## src/logic/brt_params.svh

```systemverilog
`ifndef BRT_PARAMS_SVH
`define BRT_PARAMS_SVH

// ==========================================================
// Chain layout: inputs 7:0, outputs 15:8, enables 17:16
`define BRT_BSR_W 18
`define BRT_IN_LSB 0
`define BRT_OUT_LSB 8
`define BRT_OE_LSB 16
`define BRT_IR_W 8
`define BRT_BCR_W 2

// ==========================================================
// Instruction codes, bit 7 ignored
`define BRT_IR_CAPTURE 8'h81
`define BRT_IR_RESET 8'hFF
`define BRT_OP_SAMPLE 7'h02
`define BRT_OP_EXTEST 7'h03
`define BRT_OP_RUN_SELECTED_TEST 7'h09
`define BRT_OP_CONTROL_REG_SCAN_NORMAL 7'h0E
`define BRT_OP_SCANCT 7'h0F

// ==========================================================
// Control register operation codes
`define BRT_BCR_TOGGLE 2'h0
`define BRT_BCR_PRPG16 2'h1
`define BRT_BCR_PSA16 2'h2
`define BRT_BCR_COMB8 2'h3
`define BRT_BCR_RESET 2'h0

// ==========================================================
// Bus map, word index = byte address bits 7:2
`define BRT_ADDR_LSB 2
`define BRT_IDX_W 6
`define BRT_IDX_CTRL 6'h00
`define BRT_IDX_STATUS 6'h01
`define BRT_IDX_CHAIN 6'h02
`define BRT_IDX_SHADOW 6'h03
`define BRT_CTRL_EN_BIT 0
`define BRT_CTRL_EN_RESET 1'h1

`endif

```

## src/logic/brt_pkg.sv

```systemverilog
`include "brt_params.svh"

package brt_pkg;

  // ========================================================
  // TAP controller states
  typedef enum logic [3:0] {
    TAP_EX2DR = 4'h0,
    TAP_EX1DR = 4'h1,
    TAP_SHDR = 4'h2,
    TAP_PADR = 4'h3,
    TAP_SELIR = 4'h4,
    TAP_UPDR = 4'h5,
    TAP_CAPDR = 4'h6,
    TAP_SELDR = 4'h7,
    TAP_EX2IR = 4'h8,
    TAP_EX1IR = 4'h9,
    TAP_SHIR = 4'hA,
    TAP_PAIR = 4'hB,
    TAP_RTI = 4'hC,
    TAP_UPIR = 4'hD,
    TAP_CAPIR = 4'hE,
    TAP_TLR = 4'hF
  } brt_tap_e;

  // ========================================================
  // Whole engine state
  typedef struct packed {
    logic [1:0] tck_s;
    logic [1:0] tms_s;
    logic [1:0] tdi_s;
    logic [1:0][7:0] a_s;
    logic [1:0][1:0] oe_s;
    logic tck_d;
    brt_tap_e tap;
    logic [`BRT_IR_W-1:0] ir_sh;
    logic [`BRT_IR_W-1:0] ir;
    logic byp;
    logic [`BRT_BCR_W-1:0] bcr_sh;
    logic [`BRT_BCR_W-1:0] boundary_control_register;
    logic [`BRT_BSR_W-1:0] boundary_scan_chain;
    logic [`BRT_BSR_W-1:0] shd;
    logic tdo;
    logic tdo_oe;
    logic [7:0] y;
    logic [1:0] y_oe;
    logic ctrl_en;
    logic hsel_q;
    logic hwr_q;
    logic [`BRT_IDX_W-1:0] hidx_q;
    logic [31:0] hrdata;
  } brt_state_s;

endpackage

```

## src/logic/brt_engine.sv

```systemverilog
// The implementer's own choices: the AHB-Lite interface to the registers and the address map.
`timescale 1ns/1ps
// Functional notes
// - Control bits 1:0 select run-test operation
// - Operate only in run-test instruction, Run-Test/Idle
// - Enable cells excluded from all algorithms
// - Enable cells still gate output drive
// - Sample/toggle: capture inputs rising, shadow update
// - Sample/toggle: invert outputs rising, latch falling
// - Pattern: step 16-bit generator, drive falling
// - Pattern values also feed core input shadows
// - All-zero generator stays all zero
// - Signature: fold inputs into 16 bits
// - Signature: output shadows held unchanged
// - Combined: 8-bit input signature, shadows updated
// - Combined: 8-bit output pattern, drive falling
// - Sample TDI, TMS, inputs on TCK rising
// - TDO and test-mode outputs change on TCK falling
// - Capture-IR loads 10000001
// - Serial data through TDI/TDO in shift states
// - Run-test selects bypass, captures 0, test mode

module brt_engine #(
  parameter int IN_W = 8,
  parameter int HADDR_W = 32
) (
  input wire logic REF_CLK, // System clock, 10 MHz
  input wire logic RST_B, // Async reset, active low
  input wire logic TCK, // Test clock pin
  input wire logic TMS, // Test mode select pin
  input wire logic TDI, // Test data in pin
  input wire logic [7:0] A, // Buffer data inputs
  input wire logic [1:0] OE_B, // Group enables, active low
  output logic [7:0] Y, // Buffer data outputs
  output logic [1:0] Y_OE, // Group drive enables
  output logic TDO, // Test data out
  output logic TDO_OE, // Test data out enable
  input wire logic HSEL, // Slave select
  input wire logic [HADDR_W-1:0] HADDR, // Byte address
  input wire logic [1:0] HTRANS, // Transfer type
  input wire logic HWRITE, // Write strobe
  input wire logic [2:0] HSIZE, // Transfer size
  input wire logic [31:0] HWDATA, // Write data
  input wire logic HREADY, // Bus ready
  output logic [31:0] HRDATA, // Read data
  output logic HREADYOUT, // Slave ready
  output logic HRESP // Response, always OKAY
);

  // ========================================================
  // Elaboration checks
  if (IN_W != 8) begin : g_bad_width
    $error("brt_engine supports exactly eight buffer bits");
  end
  if (HADDR_W < 8) begin : g_bad_addr
    $error("brt_engine needs at least eight address bits");
  end

  // ========================================================
  // Helpers
  function automatic brt_pkg::brt_tap_e tap_next(input brt_pkg::brt_tap_e st,
                                                 input logic tms);
    brt_pkg::brt_tap_e nx;
    nx = st;
    // Reset, idle and data-register branch
    case (st)
      brt_pkg::TAP_TLR: begin
        nx = tms ? brt_pkg::TAP_TLR : brt_pkg::TAP_RTI;
      end
      brt_pkg::TAP_RTI: begin
        nx = tms ? brt_pkg::TAP_SELDR : brt_pkg::TAP_RTI;
      end
      brt_pkg::TAP_SELDR: begin
        nx = tms ? brt_pkg::TAP_SELIR : brt_pkg::TAP_CAPDR;
      end
      brt_pkg::TAP_CAPDR: begin
        nx = tms ? brt_pkg::TAP_EX1DR : brt_pkg::TAP_SHDR;
      end
      brt_pkg::TAP_SHDR: begin
        nx = tms ? brt_pkg::TAP_EX1DR : brt_pkg::TAP_SHDR;
      end
      brt_pkg::TAP_EX1DR: begin
        nx = tms ? brt_pkg::TAP_UPDR : brt_pkg::TAP_PADR;
      end
      brt_pkg::TAP_PADR: begin
        nx = tms ? brt_pkg::TAP_EX2DR : brt_pkg::TAP_PADR;
      end
      brt_pkg::TAP_EX2DR: begin
        nx = tms ? brt_pkg::TAP_UPDR : brt_pkg::TAP_SHDR;
      end
      brt_pkg::TAP_UPDR: begin
        nx = tms ? brt_pkg::TAP_SELDR : brt_pkg::TAP_RTI;
      end
      // Instruction-register branch
      brt_pkg::TAP_SELIR: begin
        nx = tms ? brt_pkg::TAP_TLR : brt_pkg::TAP_CAPIR;
      end
      brt_pkg::TAP_CAPIR: begin
        nx = tms ? brt_pkg::TAP_EX1IR : brt_pkg::TAP_SHIR;
      end
      brt_pkg::TAP_SHIR: begin
        nx = tms ? brt_pkg::TAP_EX1IR : brt_pkg::TAP_SHIR;
      end
      brt_pkg::TAP_EX1IR: begin
        nx = tms ? brt_pkg::TAP_UPIR : brt_pkg::TAP_PAIR;
      end
      brt_pkg::TAP_PAIR: begin
        nx = tms ? brt_pkg::TAP_EX2IR : brt_pkg::TAP_PAIR;
      end
      brt_pkg::TAP_EX2IR: begin
        nx = tms ? brt_pkg::TAP_UPIR : brt_pkg::TAP_SHIR;
      end
      brt_pkg::TAP_UPIR: begin
        nx = tms ? brt_pkg::TAP_SELDR : brt_pkg::TAP_RTI;
      end
      // Unused codes fall back to reset rather than lock up
      default: begin
        nx = brt_pkg::TAP_TLR;
      end
    endcase
    return nx;
  endfunction

  // Taps x^16+x^14+x^13+x^11+1; zero feeds back zero
  function automatic logic [15:0] lfsr16(input logic [15:0] v);
    return {v[14:0], v[15] ^ v[13] ^ v[12] ^ v[10]};
  endfunction

  // Taps x^8+x^6+x^5+x^4+1; zero feeds back zero
  function automatic logic [7:0] lfsr8(input logic [7:0] v);
    return {v[6:0], v[7] ^ v[5] ^ v[4] ^ v[3]};
  endfunction

  // ========================================================
  // State
  brt_pkg::brt_state_s s_r;
  brt_pkg::brt_state_s s_nxt;

  logic rise;
  logic fall;
  logic tms;
  logic tdi;
  logic [7:0] a_in;
  logic [1:0] oe_in;
  logic [6:0] op;
  logic is_run_selected_test;
  logic sel_bsr;
  logic sel_bcr;
  logic test_mode;
  logic [7:0] in_sh;
  logic [7:0] out_sh;

  always_comb begin
    s_nxt = s_r;
    // Two-stage synchronisers; only stage 1 is read by logic
    s_nxt.tck_s = {s_r.tck_s[0], TCK};
    s_nxt.tms_s = {s_r.tms_s[0], TMS};
    s_nxt.tdi_s = {s_r.tdi_s[0], TDI};
    s_nxt.a_s = {s_r.a_s[0], A};
    s_nxt.oe_s = {s_r.oe_s[0], OE_B};
    s_nxt.tck_d = s_r.tck_s[1];
    // Disabling the port freezes the TAP but keeps the buffer alive
    rise = s_r.tck_s[1] & ~s_r.tck_d & s_r.ctrl_en;
    fall = ~s_r.tck_s[1] & s_r.tck_d & s_r.ctrl_en;
    tms = s_r.tms_s[1];
    tdi = s_r.tdi_s[1];
    a_in = s_r.a_s[1];
    oe_in = s_r.oe_s[1];
    op = s_r.ir[6:0];
    is_run_selected_test = (op == `BRT_OP_RUN_SELECTED_TEST);
    sel_bsr = (op == `BRT_OP_SAMPLE) || (op == `BRT_OP_EXTEST);
    sel_bcr = (op == `BRT_OP_CONTROL_REG_SCAN_NORMAL) || (op == `BRT_OP_SCANCT);
    test_mode = is_run_selected_test || (op == `BRT_OP_EXTEST) || (op == `BRT_OP_SCANCT);
    in_sh = s_r.boundary_scan_chain[`BRT_IN_LSB +: 8];
    out_sh = s_r.boundary_scan_chain[`BRT_OUT_LSB +: 8];

    // ======================================================
    // TCK rising edge: sample, shift, capture, run
    if (rise) begin
      case (s_r.tap)
        brt_pkg::TAP_CAPIR: begin
          s_nxt.ir_sh = `BRT_IR_CAPTURE;
        end
        brt_pkg::TAP_SHIR: begin
          s_nxt.ir_sh = {tdi, s_r.ir_sh[`BRT_IR_W-1:1]};
        end
        brt_pkg::TAP_CAPDR: begin
          s_nxt.byp = 1'b0;
          if (sel_bsr) begin
            s_nxt.boundary_scan_chain = {oe_in, a_in, a_in};
          end
        end
        brt_pkg::TAP_SHDR: begin
          if (sel_bsr) begin
            s_nxt.boundary_scan_chain = {tdi, s_r.boundary_scan_chain[`BRT_BSR_W-1:1]};
          end else if (sel_bcr) begin
            s_nxt.bcr_sh = {tdi, s_r.bcr_sh[`BRT_BCR_W-1:1]};
          end else begin
            s_nxt.byp = tdi;
          end
        end
        brt_pkg::TAP_RTI: begin
          // Enable cells 17:16 are never touched here
          if (is_run_selected_test) begin
            case (s_r.boundary_control_register)
              `BRT_BCR_TOGGLE: begin
                s_nxt.boundary_scan_chain[`BRT_IN_LSB +: 8] = a_in;
                s_nxt.boundary_scan_chain[`BRT_OUT_LSB +: 8] = ~out_sh;
              end
              `BRT_BCR_PRPG16: begin
                s_nxt.boundary_scan_chain[15:0] = lfsr16(s_r.boundary_scan_chain[15:0]);
              end
              `BRT_BCR_PSA16: begin
                s_nxt.boundary_scan_chain[15:0] = lfsr16(s_r.boundary_scan_chain[15:0]) ^ {8'h00, a_in};
              end
              `BRT_BCR_COMB8: begin
                s_nxt.boundary_scan_chain[`BRT_IN_LSB +: 8] = lfsr8(in_sh) ^ a_in;
                s_nxt.boundary_scan_chain[`BRT_OUT_LSB +: 8] = lfsr8(out_sh);
              end
              default: begin
                s_nxt.boundary_scan_chain = s_r.boundary_scan_chain;
              end
            endcase
          end
        end
        default: begin
          s_nxt.byp = s_r.byp;
        end
      endcase
      s_nxt.tap = tap_next(s_r.tap, tms);
    end

    // ======================================================
    // TCK falling edge: updates, TDO and test-mode pin changes
    if (fall) begin
      s_nxt.tdo_oe = (s_r.tap == brt_pkg::TAP_SHIR) || (s_r.tap == brt_pkg::TAP_SHDR);
      if (s_r.tap == brt_pkg::TAP_SHIR) begin
        s_nxt.tdo = s_r.ir_sh[0];
      end else if (sel_bsr) begin
        s_nxt.tdo = s_r.boundary_scan_chain[0];
      end else if (sel_bcr) begin
        s_nxt.tdo = s_r.bcr_sh[0];
      end else begin
        s_nxt.tdo = s_r.byp;
      end
      case (s_r.tap)
        brt_pkg::TAP_TLR: begin
          s_nxt.ir = `BRT_IR_RESET;
        end
        brt_pkg::TAP_UPIR: begin
          s_nxt.ir = s_r.ir_sh;
        end
        brt_pkg::TAP_UPDR: begin
          if (sel_bsr) begin
            s_nxt.shd = s_r.boundary_scan_chain;
          end else if (sel_bcr) begin
            s_nxt.boundary_control_register = s_r.bcr_sh;
          end
        end
        brt_pkg::TAP_RTI: begin
          if (is_run_selected_test) begin
            s_nxt.shd[`BRT_IN_LSB +: 8] = in_sh;
            if (s_r.boundary_control_register != `BRT_BCR_PSA16) begin
              s_nxt.shd[`BRT_OUT_LSB +: 8] = out_sh;
            end
            // Signature mode leaves output shadows as they were
          end
        end
        default: begin
          s_nxt.shd = s_r.shd;
        end
      endcase
      if (test_mode) begin
        s_nxt.y = s_nxt.shd[`BRT_OUT_LSB +: 8];
        s_nxt.y_oe = ~s_nxt.shd[`BRT_OE_LSB +: 2];
      end
    end
    if (!test_mode) begin
      // Normal buffer path runs on the system clock
      s_nxt.y = a_in;
      s_nxt.y_oe = ~oe_in;
    end

    // ======================================================
    // AHB-Lite slave, zero wait states
    if (s_r.hsel_q && s_r.hwr_q && s_r.hidx_q == `BRT_IDX_CTRL) begin
      s_nxt.ctrl_en = HWDATA[`BRT_CTRL_EN_BIT];
    end
    s_nxt.hsel_q = HSEL & HREADY & HTRANS[1];
    s_nxt.hwr_q = HWRITE;
    s_nxt.hidx_q = HADDR[`BRT_ADDR_LSB +: `BRT_IDX_W];
    s_nxt.hrdata = 32'h0000_0000;
    if (HSEL && HREADY && HTRANS[1] && !HWRITE) begin
      // Read data is a snapshot; a TCK edge in the same cycle shows next time
      case (HADDR[`BRT_ADDR_LSB +: `BRT_IDX_W])
        `BRT_IDX_CTRL: begin
          s_nxt.hrdata = {31'h0000_0000, s_r.ctrl_en};
        end
        `BRT_IDX_STATUS: begin
          s_nxt.hrdata = {17'h0_0000, test_mode, s_r.boundary_control_register, s_r.ir, s_r.tap};
        end
        `BRT_IDX_CHAIN: begin
          s_nxt.hrdata = {14'h0000, s_r.boundary_scan_chain};
        end
        `BRT_IDX_SHADOW: begin
          s_nxt.hrdata = {14'h0000, s_r.shd};
        end
        default: begin
          s_nxt.hrdata = 32'h0000_0000;
        end
      endcase
    end
  end

  always_ff @(posedge REF_CLK or negedge RST_B) begin
    if (!RST_B) begin
      s_r <= '0;
      s_r.tap <= brt_pkg::TAP_TLR;
      s_r.ir <= `BRT_IR_RESET;
      s_r.boundary_control_register <= `BRT_BCR_RESET;
      s_r.ctrl_en <= `BRT_CTRL_EN_RESET;
    end else begin
      s_r <= s_nxt;
    end
  end

  // ========================================================
  // Outputs
  assign Y = s_r.y;
  assign Y_OE = s_r.y_oe;
  assign TDO = s_r.tdo;
  assign TDO_OE = s_r.tdo_oe;
  assign HRDATA = s_r.hrdata;
  assign HREADYOUT = 1'b1;
  assign HRESP = 1'b0;

endmodule

```

## config.mk

```make
export PLATFORM = sky130hd
export DESIGN_NAME = brt_engine
export DESIGN_NICKNAME = d
export VERILOG_FILES = /design/src/logic/brt_pkg.sv /design/src/logic/brt_engine.sv
export VERILOG_INCLUDE_DIRS = /design/src /design/src/logic
export SDC_FILE = /design/constraint.sdc
export NUM_CORES = 1
export LEC_CHECK = 0
export BUFFER_PORTS_ARGS = -buffer_cell sky130_fd_sc_hd__buf_2
export CAP_MARGIN = 10
export CORE_MARGIN = 2
export CORE_UTILIZATION = 59
export CTS_CLUSTER_SIZE = 14
export DETAILED_ROUTE_END_ITERATION = 10
export PLACE_DENSITY_LB_ADDON = 0.12
export SYNTH_ARGS = -nofsm -noshare
export SYNTH_HDL_FRONTEND = slang
export SYNTH_SLANG_ARGS = --single-unit
export TNS_END_PERCENT = 5
```

## constraint.sdc

```tcl
create_clock -name REF_CLK -period 3 [get_ports REF_CLK]
set_input_delay 0.3 -clock REF_CLK [delete_from_list [all_inputs] [get_ports REF_CLK]]
set_output_delay 0.3 -clock REF_CLK [all_outputs]
set_load 0.03 [all_outputs]
```

# Yosys cells after proc, flatten, opt, wreduce, memory -nomap -nowiden
# Index checks and enable logic that the tools add are counted.
# W data, S select, Z words.
[classes]
n_lt_le_gt_ge = 0
n_shift = 0
mux = 37
multipliers = 0
div = 0
add_sub_neg = 0
n_reduce_logical = 31
bitwise_logic = 22
n_eq_ne = 34
[op_table]
columns = ["cell", "n"]
rows = [
  ["$mux W18", 4],
  ["$pmux W18 S4", 1],
  ["$pmux W16 S4", 1],
  ["$pmux W18 S3", 1],
  ["$pmux W4 S12", 1],
  ["$eq A4 B4 Y1 const B", 8],
  ["$mux W16", 2],
  ["$pmux W16 S2", 1],
  ["$pmux W8 S2", 2],
  ["$eq A7 B4 Y1 const B", 3],
  ["$mux W10", 2],
  ["$mux W2", 9],
  ["$eq A4 B3 Y1 const B", 4],
  ["$ne A2 B2 Y1 const B", 8],
  ["$reduce_and A4 Y1", 4],
  ["$xor A16 B8 Y16", 1],
  ["$mux W3", 5],
  ["$eq A7 B2 Y1 const B", 2],
  ["$eq A6 B2 Y1 const B", 2],
  ["$logic_not A6 Y1", 2],
  ["$reduce_and A5 Y1", 2],
  ["$eq A4 B2 Y1 const B", 2],
  ["$mux W8", 1],
  ["$not A8 Y8", 1],
  ["22 further kinds", 55],
]
[totals]
reg_bits = 141
rom_bits = 0
n_memories = 0
ram_bits = 0
latchBits = 0
input_bits = 87
output_inout_bits = 46

# Depth between registers and ports, before layout
# Gate-level depths: netlist of the first run.
[logic_depth]
depth_word = 8
depth_mapped = 8

# Least setup slack after synthesis of the first run
# No wires, ideal clock.
[synth_timing]
path_kind = "reg2reg"
from = "reg s_r[112] (netlist bit)"
to = "reg s_r[54] (netlist bit)"
setup_slack_ns = 1.028
stages_incl_launch_ff = 7
arrival_ns = 1.847
path_cell_list = "dfstp_2 > buf_2 > nand4bb_1 > nand2_1 > o21ai_2 > nor3_4 > mux2_4"
[synth_via]
elab_chain_cells = 3
word_cells_on_any_way = 7
cone_classes = "eq/ne: 4; mux: 1; reduce/logical: 2"
[synth_rtl]
columns = ["element", "line", "rtl"]
rows = [
  ["start: declaration", "brt_engine.sv:136", "brt_pkg::brt_state_s s_r;"],
  ["start signal: assignment", "brt_engine.sv:323", "s_r <= s_nxt;"],
  ["$eq A4 B3 Y1 / $eq A4 B4 Y1 (equally long branches)", "brt_engine.sv:246", "case (s_r.tap)"],
  ["$ne A2 B2 Y1 (no line) / $reduce_bool A2 Y1 (equally long branches)", "--", ""],
  ["$reduce_and A4 Y1 (no line)", "--", ""],
]
# Several ways; a longest one is shown, not always the timed one.
# A chain may end at the register's enable or synchronous reset.

# Worst setup path after layout of the first run
[layout_timing]
from = "reg s_r[111] (netlist bit)"
to = "reg s_r[88] (netlist bit)"
[layout_via]
elab_chain_cells = 3
word_cells_on_any_way = 9
cone_classes = "eq/ne: 5; mux: 1; bitwise: 1; reduce/logical: 2"
[layout_rtl]
columns = ["element", "line", "rtl"]
rows = [
  ["$eq A4 B3 Y1, or another cell as far along", "brt_engine.sv:180", "case (s_r.tap)"],
  ["$ne A2 B2 Y1 (no line), or another cell as far along", "--", ""],
  ["$reduce_and A5 Y1 (no line)", "--", ""],
]
# Several ways; a longest one is shown, not always the timed one.

==> impl_summary.md, run 1 <==
STA
The post-route worst hold slack is 0.0650 ns. The count of final hold-check violations is 0. The routed design could run at a clock period as short as 2.47 ns. Setup repair after global routing left no endpoint under its margin.

The final critical-path share of the clock period is 0.824. The number of max-slew violations in the final report was 0. The setup TNS after final layout is 0 ns. Setup violations remaining at the end of the flow were counted as 0.

For the pin with the worst max-slew slack, the measured transition is 1.18 ns. For the final database, setup skew stands at 0.0114 ns. The fmax is 0.405 GHz. The relative slew slack is 0.208.

Logic synthesis
After synthesis, the mean cell area works out to 9.87 um^2. The synthesized design contains 0 enable-type register cells. The most used flip-flop cell after synthesis is sky130_fd_sc_hd__dfrtp_1. The count of yosys warnings during synthesis is 0. Counting flops and latches in the post-synthesis netlist gives 127. The count of cell types in the netlist is 66.

The number of instances in the synthesized netlist is 651. The sequential element share of the synthesized area is 0.497. After synthesis, the share of flip-flops with an asynchronous set or reset is 1.00.

The cell area that synthesis handed to floorplanning was 0.00642 mm^2.

Run
The tool flagged a number of max-cap violations equal to 0.

Worst setup path
The maximum fanout along the worst path is 23. The arrival time at the worst endpoint is 2.91 ns. In this run the critical register-to-register path is captured at s_r[88]. The longest individual stage delay on the worst path is 0.89 ns. The start of the worst register-to-register path is s_r[111]. The path type of the worst setup path is register to register. The slowest stage of the critical path is the sky130_fd_sc_hd__nor2_1 cell. The kind of start point of the critical path is a register. The setup check on the worst reg-to-reg path leaves a slack of 0.53 ns. The number of cells on the worst reg-to-reg path is 5. At the worst endpoint, the required time is 3.44 ns. The sort of element at the end of the critical path is a register. Walking the worst path, the cells encountered are nor4bb_1 -> buf_4 -> nor2_1 -> a21boi_0 -> o21ai_0.

GRT
After global routing the overflow that remains totals 0. The number of global-route vias before repair is 4584. The global-route wire length before repair is 23.6 mm. Entering global routing, the biggest net connects 66 pins. The overall fraction of global-route tracks in use is 0.269. The number of antenna violations at the first check in global routing is 0.

Cells and area
Summing all multi-input logic gate instances after layout gives 0.00270 mm^2. The final-stage net count is 766. The non-filler instance count after layout is 832. From synthesis to final layout, the design area changed by 13.7%. The utilization of the core after routing is 0.680. The count of antenna diodes in the layout is 0.

The fraction of final layout cells sized beyond drive strength 1 is 0.210. After filler insertion, the fill cell instance count of the layout stands at 814. In the final layout, flip-flops and latches occupy 0.00319 mm^2.

Routing
The first detailed-routing pass took 6 iterations. After detailed routing, the number of remaining DRC violations is 0. The total number of vias is 4830.

The per-cell routed wire length is 17.5 um. The detailed-route vias per instance is 5.81. Once detail routing completed, the nets flagged for antenna violations numbered 0. After detailed routing, the total wire length is 14.5 mm. The number of violations reported at the end of detailed-routing iteration 0 is 450.

Outcome
The run finished with clean final reports.

Clocking
The clock insertion delay at the later pin of the skew report is 0.53 ns. After clock tree synthesis, the clock-pin slew on the worst setup and hold paths is 0.06 ns. After clock tree synthesis, the repair step resized 0 gates.

The H-tree was split into 4 levels. The number of buffers on the longest clock path is 2. The number of clock buffers added by TritonCTS is 17.

TritonCTS built the clock tree. The cell at the root of the clock tree is sky130_fd_sc_hd__clkbuf_8. In this run the post-CTS setup repair buffer count came out at 0.

The clock net sink count is 127.

Placement
The quantity of I/O buffers inserted on ports is 55. The placed wire-length estimate is 9.72 mm. The cell count after placement is 780. The weighted congestion at the end of routability-driven global placement is 0.861.

Die
The number of placed I/O pins is 133. The initialized floorplan defines 38 standard-cell rows. The core outline area is 0.0107 mm^2.

The floorplan die height is 108 um. In this run the horizontal extent of the chip is 108 um. The floorplan step defined a die boundary enclosing 0.0117 mm^2. The initial utilization of the core area, before any placement, comes to 0.598.

Hold path
The tightest min-delay check is of the input port to register type. The cell depth of the worst min-delay path is 2. The endpoint of the worst hold-timing path is s_r[39]. The launch point of the worst hold path is HREADY.

Power and ir drop
The maximum VDD drop is 0.538 mV. The leakage dissipation is 3.14 nW. The total power after layout is 0.00577 W.

For this design the ratio of total power to cell area is 790 mW/mm^2.
## per-stage QoR
step                instance area [um^2]  setup slack (ns)
finish                              7300             0.528
global route                        7300             0.364
CTS                                 7300             0.561
detailed placement                  6520             0.598
global placement                    6520             0.580
floorplan                           6480              1.03
## where the power goes
part / switching (W) / internal (W)
Sequential: 0.000494 / 0.00202
Combinational: 0.000692 / 0.000551
Clock: 0.000685 / 0.00133
## logic make-up after synthesis
family	after synthesis	share of synthesized area
buffers and inverters	106	0.0913
other	2	0.00117
xor gates and xnor gates	6	0.0125
and+or+nand+nor	214	0.167
muxes	34	0.0590
AOI/OAI and AO/OA	162	0.172
DFF	127	0.497
## cells in the final DEF (no fill, tap or decap), types with 13 or more instances in the layout
cell type	n
sky130_fd_sc_hd__nand2_1	68
sky130_fd_sc_hd__a22oi_1	21
sky130_fd_sc_hd__clkbuf_16	16
sky130_fd_sc_hd__a21oi_1	31
sky130_fd_sc_hd__dfstp_2	13
sky130_fd_sc_hd__conb_1	16
sky130_fd_sc_hd__dlygate4sd3_1	20
sky130_fd_sc_hd__buf_4	14
sky130_fd_sc_hd__mux2_2	17
sky130_fd_sc_hd__dfrtp_1	114
sky130_fd_sc_hd__o21ai_0	32
sky130_fd_sc_hd__mux2i_1	15
sky130_fd_sc_hd__nand3_1	17
sky130_fd_sc_hd__buf_2	54
sky130_fd_sc_hd__nor2_1	66
## sequential cells by signal, indices dropped and copies added, names as in the netlist
signal  count
Y_OE        2
op          7
HRDATA     18
oe_in       2
TDO_OE      1
s_nxt      14
TDO         1
a_in        8
in_sh       8
out_sh      8
Y           8
s_r        50
## how the worst max path moves through the flow
stage | to | slack, ns | cells past startpoint | from
finish | s_r[88] | 0.53 | 5 | s_r[111]
global route | s_r[88] | 0.36 | 5 | s_r[111]
CTS | s_r[88] | 0.56 | 5 | s_r[111]
detailed placement | s_r[88] | 0.60 | 5 | s_r[111]
global placement | s_r[88] | 0.58 | 5 | s_r[111]
floorplan | s_r[54] | 1.03 | 6 | s_r[112]
## synth_stat cells (all sizes together) (2+ instances only)
cell type	instances	area (um^2)
and3	3	18.8
clkbuf	32	121
a22o	8	70.1
and3b	2	17.5
a21oi	33	173
nand3	18	95.1
nand2	68	255
nor4b	3	53.8
buf	63	424
nor2	66	248
inv	11	41.3
a41oi	7	61.3
nand2b	12	75.1
nor4	2	12.5
xnor3	2	45.0
o21bai	9	67.6
mux2	18	206
a221oi	9	78.8
nand4bb	2	38.8
xor2	3	26.3
or2	3	18.8
a22oi	21	158
dfstp	13	342
nor3b	2	20.0
o211ai	4	43.8
o21a	4	31.3
nor2b	12	75.1
dfrtp	114	2850
mux2i	15	150
conb	2	7.51
o21ai	34	174
a31oi	7	43.8
nand3b	2	15.0
nor3	14	86.3
nand4	2	12.5
a211oi	9	67.6
o31ai	9	67.6
## layer usage
metal | GRT usage | part of all wire | vias up
li1 | - | - | 2293
met1 | 0.377 | 0.44 | 2330
met2 | 0.407 | 0.47 | 179
met3 | 0.0766 | 0.070 | 28
met4 | 0.0842 | 0.018 | 0
met5 | 0 | 0 | -
## final cells by class
type | instances | area share
multi-input cells | 432 | 0.369
clock inverters | 6 | 0.0144
clock buffers | 26 | 0.0654
flip-flops and latches | 127 | 0.437
repair buffers | 90 | 0.0843
inverters | 11 | 0.00565
well taps | 140 | 0.0240
## worst max-delay path: cells and delay by family (launching register included)
family | cells | cell delay [ns]
buf+inv | 1 | 0.19
flops | 1 | 0.76
compound gates | 2 | 0.42
simple gates | 2 | 1.00
## what timing repair did
item,CTS,global route
hold buffers,20,0
endpoints found under the hold margin,81,0
endpoints found under the setup margin,0,0
Note: power is estimated with default switching activity, not from simulation.
==> run 2, diff against run 1 <==
Settings changed: CORE_UTILIZATION 59 to 55.
Clock period 3 ns to 2.45 ns, I/O delays scaled along.
==> impl_summary.md, run 2 (synthesis gave the netlist of run 1 again) <==
Worst setup path
The sort of element at the end of the critical path is a register. In this design, the stage delay of the slowest critical-path cell is 0.73 ns. The setup slack of the worst register-to-register path is 0.16 ns.

The start of the worst register-to-register path is s_r[112]. The largest delay contributor family on the critical path is flip-flops. The number of cells on the worst reg-to-reg path is 7. The buffer and inverter count on the worst path is 2. Of all nets on the critical path, the largest fanout is 17. For this design, the slowest cell found on the critical path is sky130_fd_sc_hd__dfstp_2.

For the worst setup path, the data required time is 2.80 ns. The path type of the worst setup path is register to register. The end point of the critical path is s_r[62]. Traced cell by cell, the critical path runs through nor4bb_1 -> buf_4 -> nand3_2 -> nor2b_1 -> buf_4 -> o21a_2 -> a22o_1. In this run the number of cells on the critical path is 7. The first element of the critical path is s_r[112]. STA classifies the critical path startpoint as a register. In this design, the critical path's most frequently occurring cell is sky130_fd_sc_hd__buf_4. In this run the critical register-to-register path is captured at s_r[62]. For the worst setup path, the data arrival time is 2.64 ns.

Routing
The per-cell routed wire length is 17.8 um. The final antenna-violating net count is 0. The number of violations reported at the end of detailed-routing iteration 0 is 569. In the routed design, unresolved DRC markers number 0. The first detailed-routing pass ran for 5 iterations. The routed design has 14.9 mm of wire. The total number of vias is 4916. Dividing the detail-routed via count by the number of cells gives 5.86.

Cells and area
In the final layout, the share of cells above drive strength 1 is 0.218. The leading cell type in the layout, fill and taps excluded is sky130_fd_sc_hd__dfrtp_1. The filler cell count in the final layout is 922. The top cell types in the final layout, fill and taps aside, are sky130_fd_sc_hd__dfrtp_1 (114), sky130_fd_sc_hd__nand2_1 (68), sky130_fd_sc_hd__nor2_1 (65), sky130_fd_sc_hd__buf_2 (54), sky130_fd_sc_hd__o21ai_0 (32).

Once layout is complete, the utilization of the core stands at 0.642. The design area is 0.00733 mm^2. The area growth from synthesis to layout is 14.2%. The register with the most flip-flops is s_r.

The register with the most flip-flops in the layout has 50 of them. 0 antenna diodes ended up in the layout. The final-stage net count is 770.

Die
After floorplanning, the core was divided into 39 placement rows. The starting density of the core is 0.563. The core outline area is 0.0114 mm^2. The die covers 0.0126 mm^2. From bottom edge to top edge, the die measures 112 um. The horizontal die dimension is 112 um. The number of placed I/O pins is 133.

Clocking
The number of buffers on the longest clock path is 2. Clock-pin slew was measured on the worst setup and hold paths at 0.05 ns. The cell sitting at the root of the clock tree is a sky130_fd_sc_hd__clkbuf_16. The number of setup buffers added after CTS is 0. The clock insertion delay at the later pin of the skew report is 0.42 ns.

The CTS tree is built. The clock net sink count is 127. The H-tree was split into 4 levels. The number of buffers inserted during clock tree synthesis is 17.

Outcome
The flow ran to the end, and the final reports show no timing, DRC or antenna violations.

Power and ir drop
Of the total power, the share spent switching nets is 0.329. The leakage dissipation is 3.17 nW. The share of total power dissipated in combinational logic is 0.217. In this run the power spent charging and discharging nets is 0.00235 W.

Internal power comes to 0.00480 W. In this run the power density over the cells is 974 mW/mm^2. The worst-case IR drop observed on VDD is 0.741 mV. The share of total power dissipated in the clock network is 0.351. The share of total power dissipated in sequential elements is 0.432.

STA
The clock skew after layout is 0.00970 ns. The number of max-slew violations in the final report came to 0. Setup repair after global routing left no endpoint under its margin. The measured slew at the worst slew-check pin is 0.752 ns.

Timing would allow up to 0.437 GHz. The final critical-path share of the clock period is 0.934. The count of final hold-check violations is 0. Setup violations remaining at the end of the flow were counted as 0. Across all setup checks in the final design, the least slack found is 0.161 ns. The relative slew slack is 0.498. Final hold analysis gives a worst-case slack of 0.0731 ns. The minimum clock period is 2.29 ns. After routing, the total negative slack on setup checks comes to 0 ns.

Run
The max-cap violation count is 0.

Placement
The quantity of I/O buffers inserted on ports is 55. In this run the cell area measured after placement is 0.00655 mm^2. The placed wire-length estimate is 9.74 mm. The weighted congestion at the end of routability-driven global placement is 0.862. Timing analysis after detailed placement gives a worst setup slack of 0.0231 ns.

GRT
For this run, the total global-route usage over all layers was measured as 0.252. The number of antenna violations at the first check in global routing is 0. The number of global-route vias before repair is 4826. The total congestion overflow is 0. The first global-routing pass estimated 24.9 mm of wire.

The maximum number of pins on one net before global-route repair is 128.

Hold path
The worst hold path belongs to the class input port to register.
-- run 2: what timing repair did --
action | CTS | global route
endpoints found under the setup margin | 3 | 0
resized for setup | 1 | 0
hold buffers | 19 | 0
hold endpoints to repair | 132 | 0
-- run 2: layer usage --
layer	vias up	track usage	part of all wire
met4	0	0.0951	0.023
met1	2423	0.355	0.47
met3	32	0.0621	0.058
met5	-	0	0
met2	171	0.384	0.45
li1	2290	-	-
-- run 2: power groups by stage --
stage | Combinational [W] | Sequential [W] | Clock [W]
6_report | 0.00155 | 0.00309 | 0.00251
5_1_grt | 0.00172 | 0.00315 | 0.00264
4_1_cts | 0.00155 | 0.00307 | 0.00254
3_5_place_dp | 0.00152 | 0.00310 | 0
3_3_place_gp | 0.00149 | 0.00308 | 0
2_1_floorplan | 0.00149 | 0.00270 | 0
-- run 2: worst min-delay path by stage --
stage	from	endpoint	slack, ns	cells past startpoint
floorplan	RST_B	HRDATA[0]	-0.05	0
global placement	s_nxt[127]	a_in[0]	0.33	0
detailed placement	s_nxt[128]	a_in[1]	0.34	0
CTS	HWDATA[0]	s_r[40]	0.06	2
global route	HWDATA[0]	s_r[40]	0.06	2
finish	HWDATA[0]	s_r[40]	0.07	2
-- run 2: layout make-up --
type | instances | area [um^2] | area share
inverter | 11 | 41.3 | 0.00563
tap | 143 | 179 | 0.0244
multi-input combinational | 432 | 2700 | 0.368
sequential | 127 | 3190 | 0.436
clock inverter | 5 | 78.8 | 0.0107
clock buffer | 27 | 513 | 0.0699
timing repair buffer | 94 | 631 | 0.0860
-- run 2: worst reg2reg max path, cell delays in order, from the launching register on --
cell and delay (ns):
sky130_fd_sc_hd__dfstp_2 0.73, sky130_fd_sc_hd__nor4bb_1 0.36, sky130_fd_sc_hd__buf_4 0.24, sky130_fd_sc_hd__nand3_2 0.12, sky130_fd_sc_hd__nor2b_1 0.17, sky130_fd_sc_hd__buf_4 0.20, sky130_fd_sc_hd__o21a_2 0.24, sky130_fd_sc_hd__a22o_1 0.17
-- run 2: through the flow --
stage	total power [W]	cells
2_1_floorplan	0.00420	665
3_3_place_gp	0.00457	788
3_5_place_dp	0.00462	788
4_1_cts	0.00717	839
5_1_grt	0.00752	839
6_report	0.00715	839
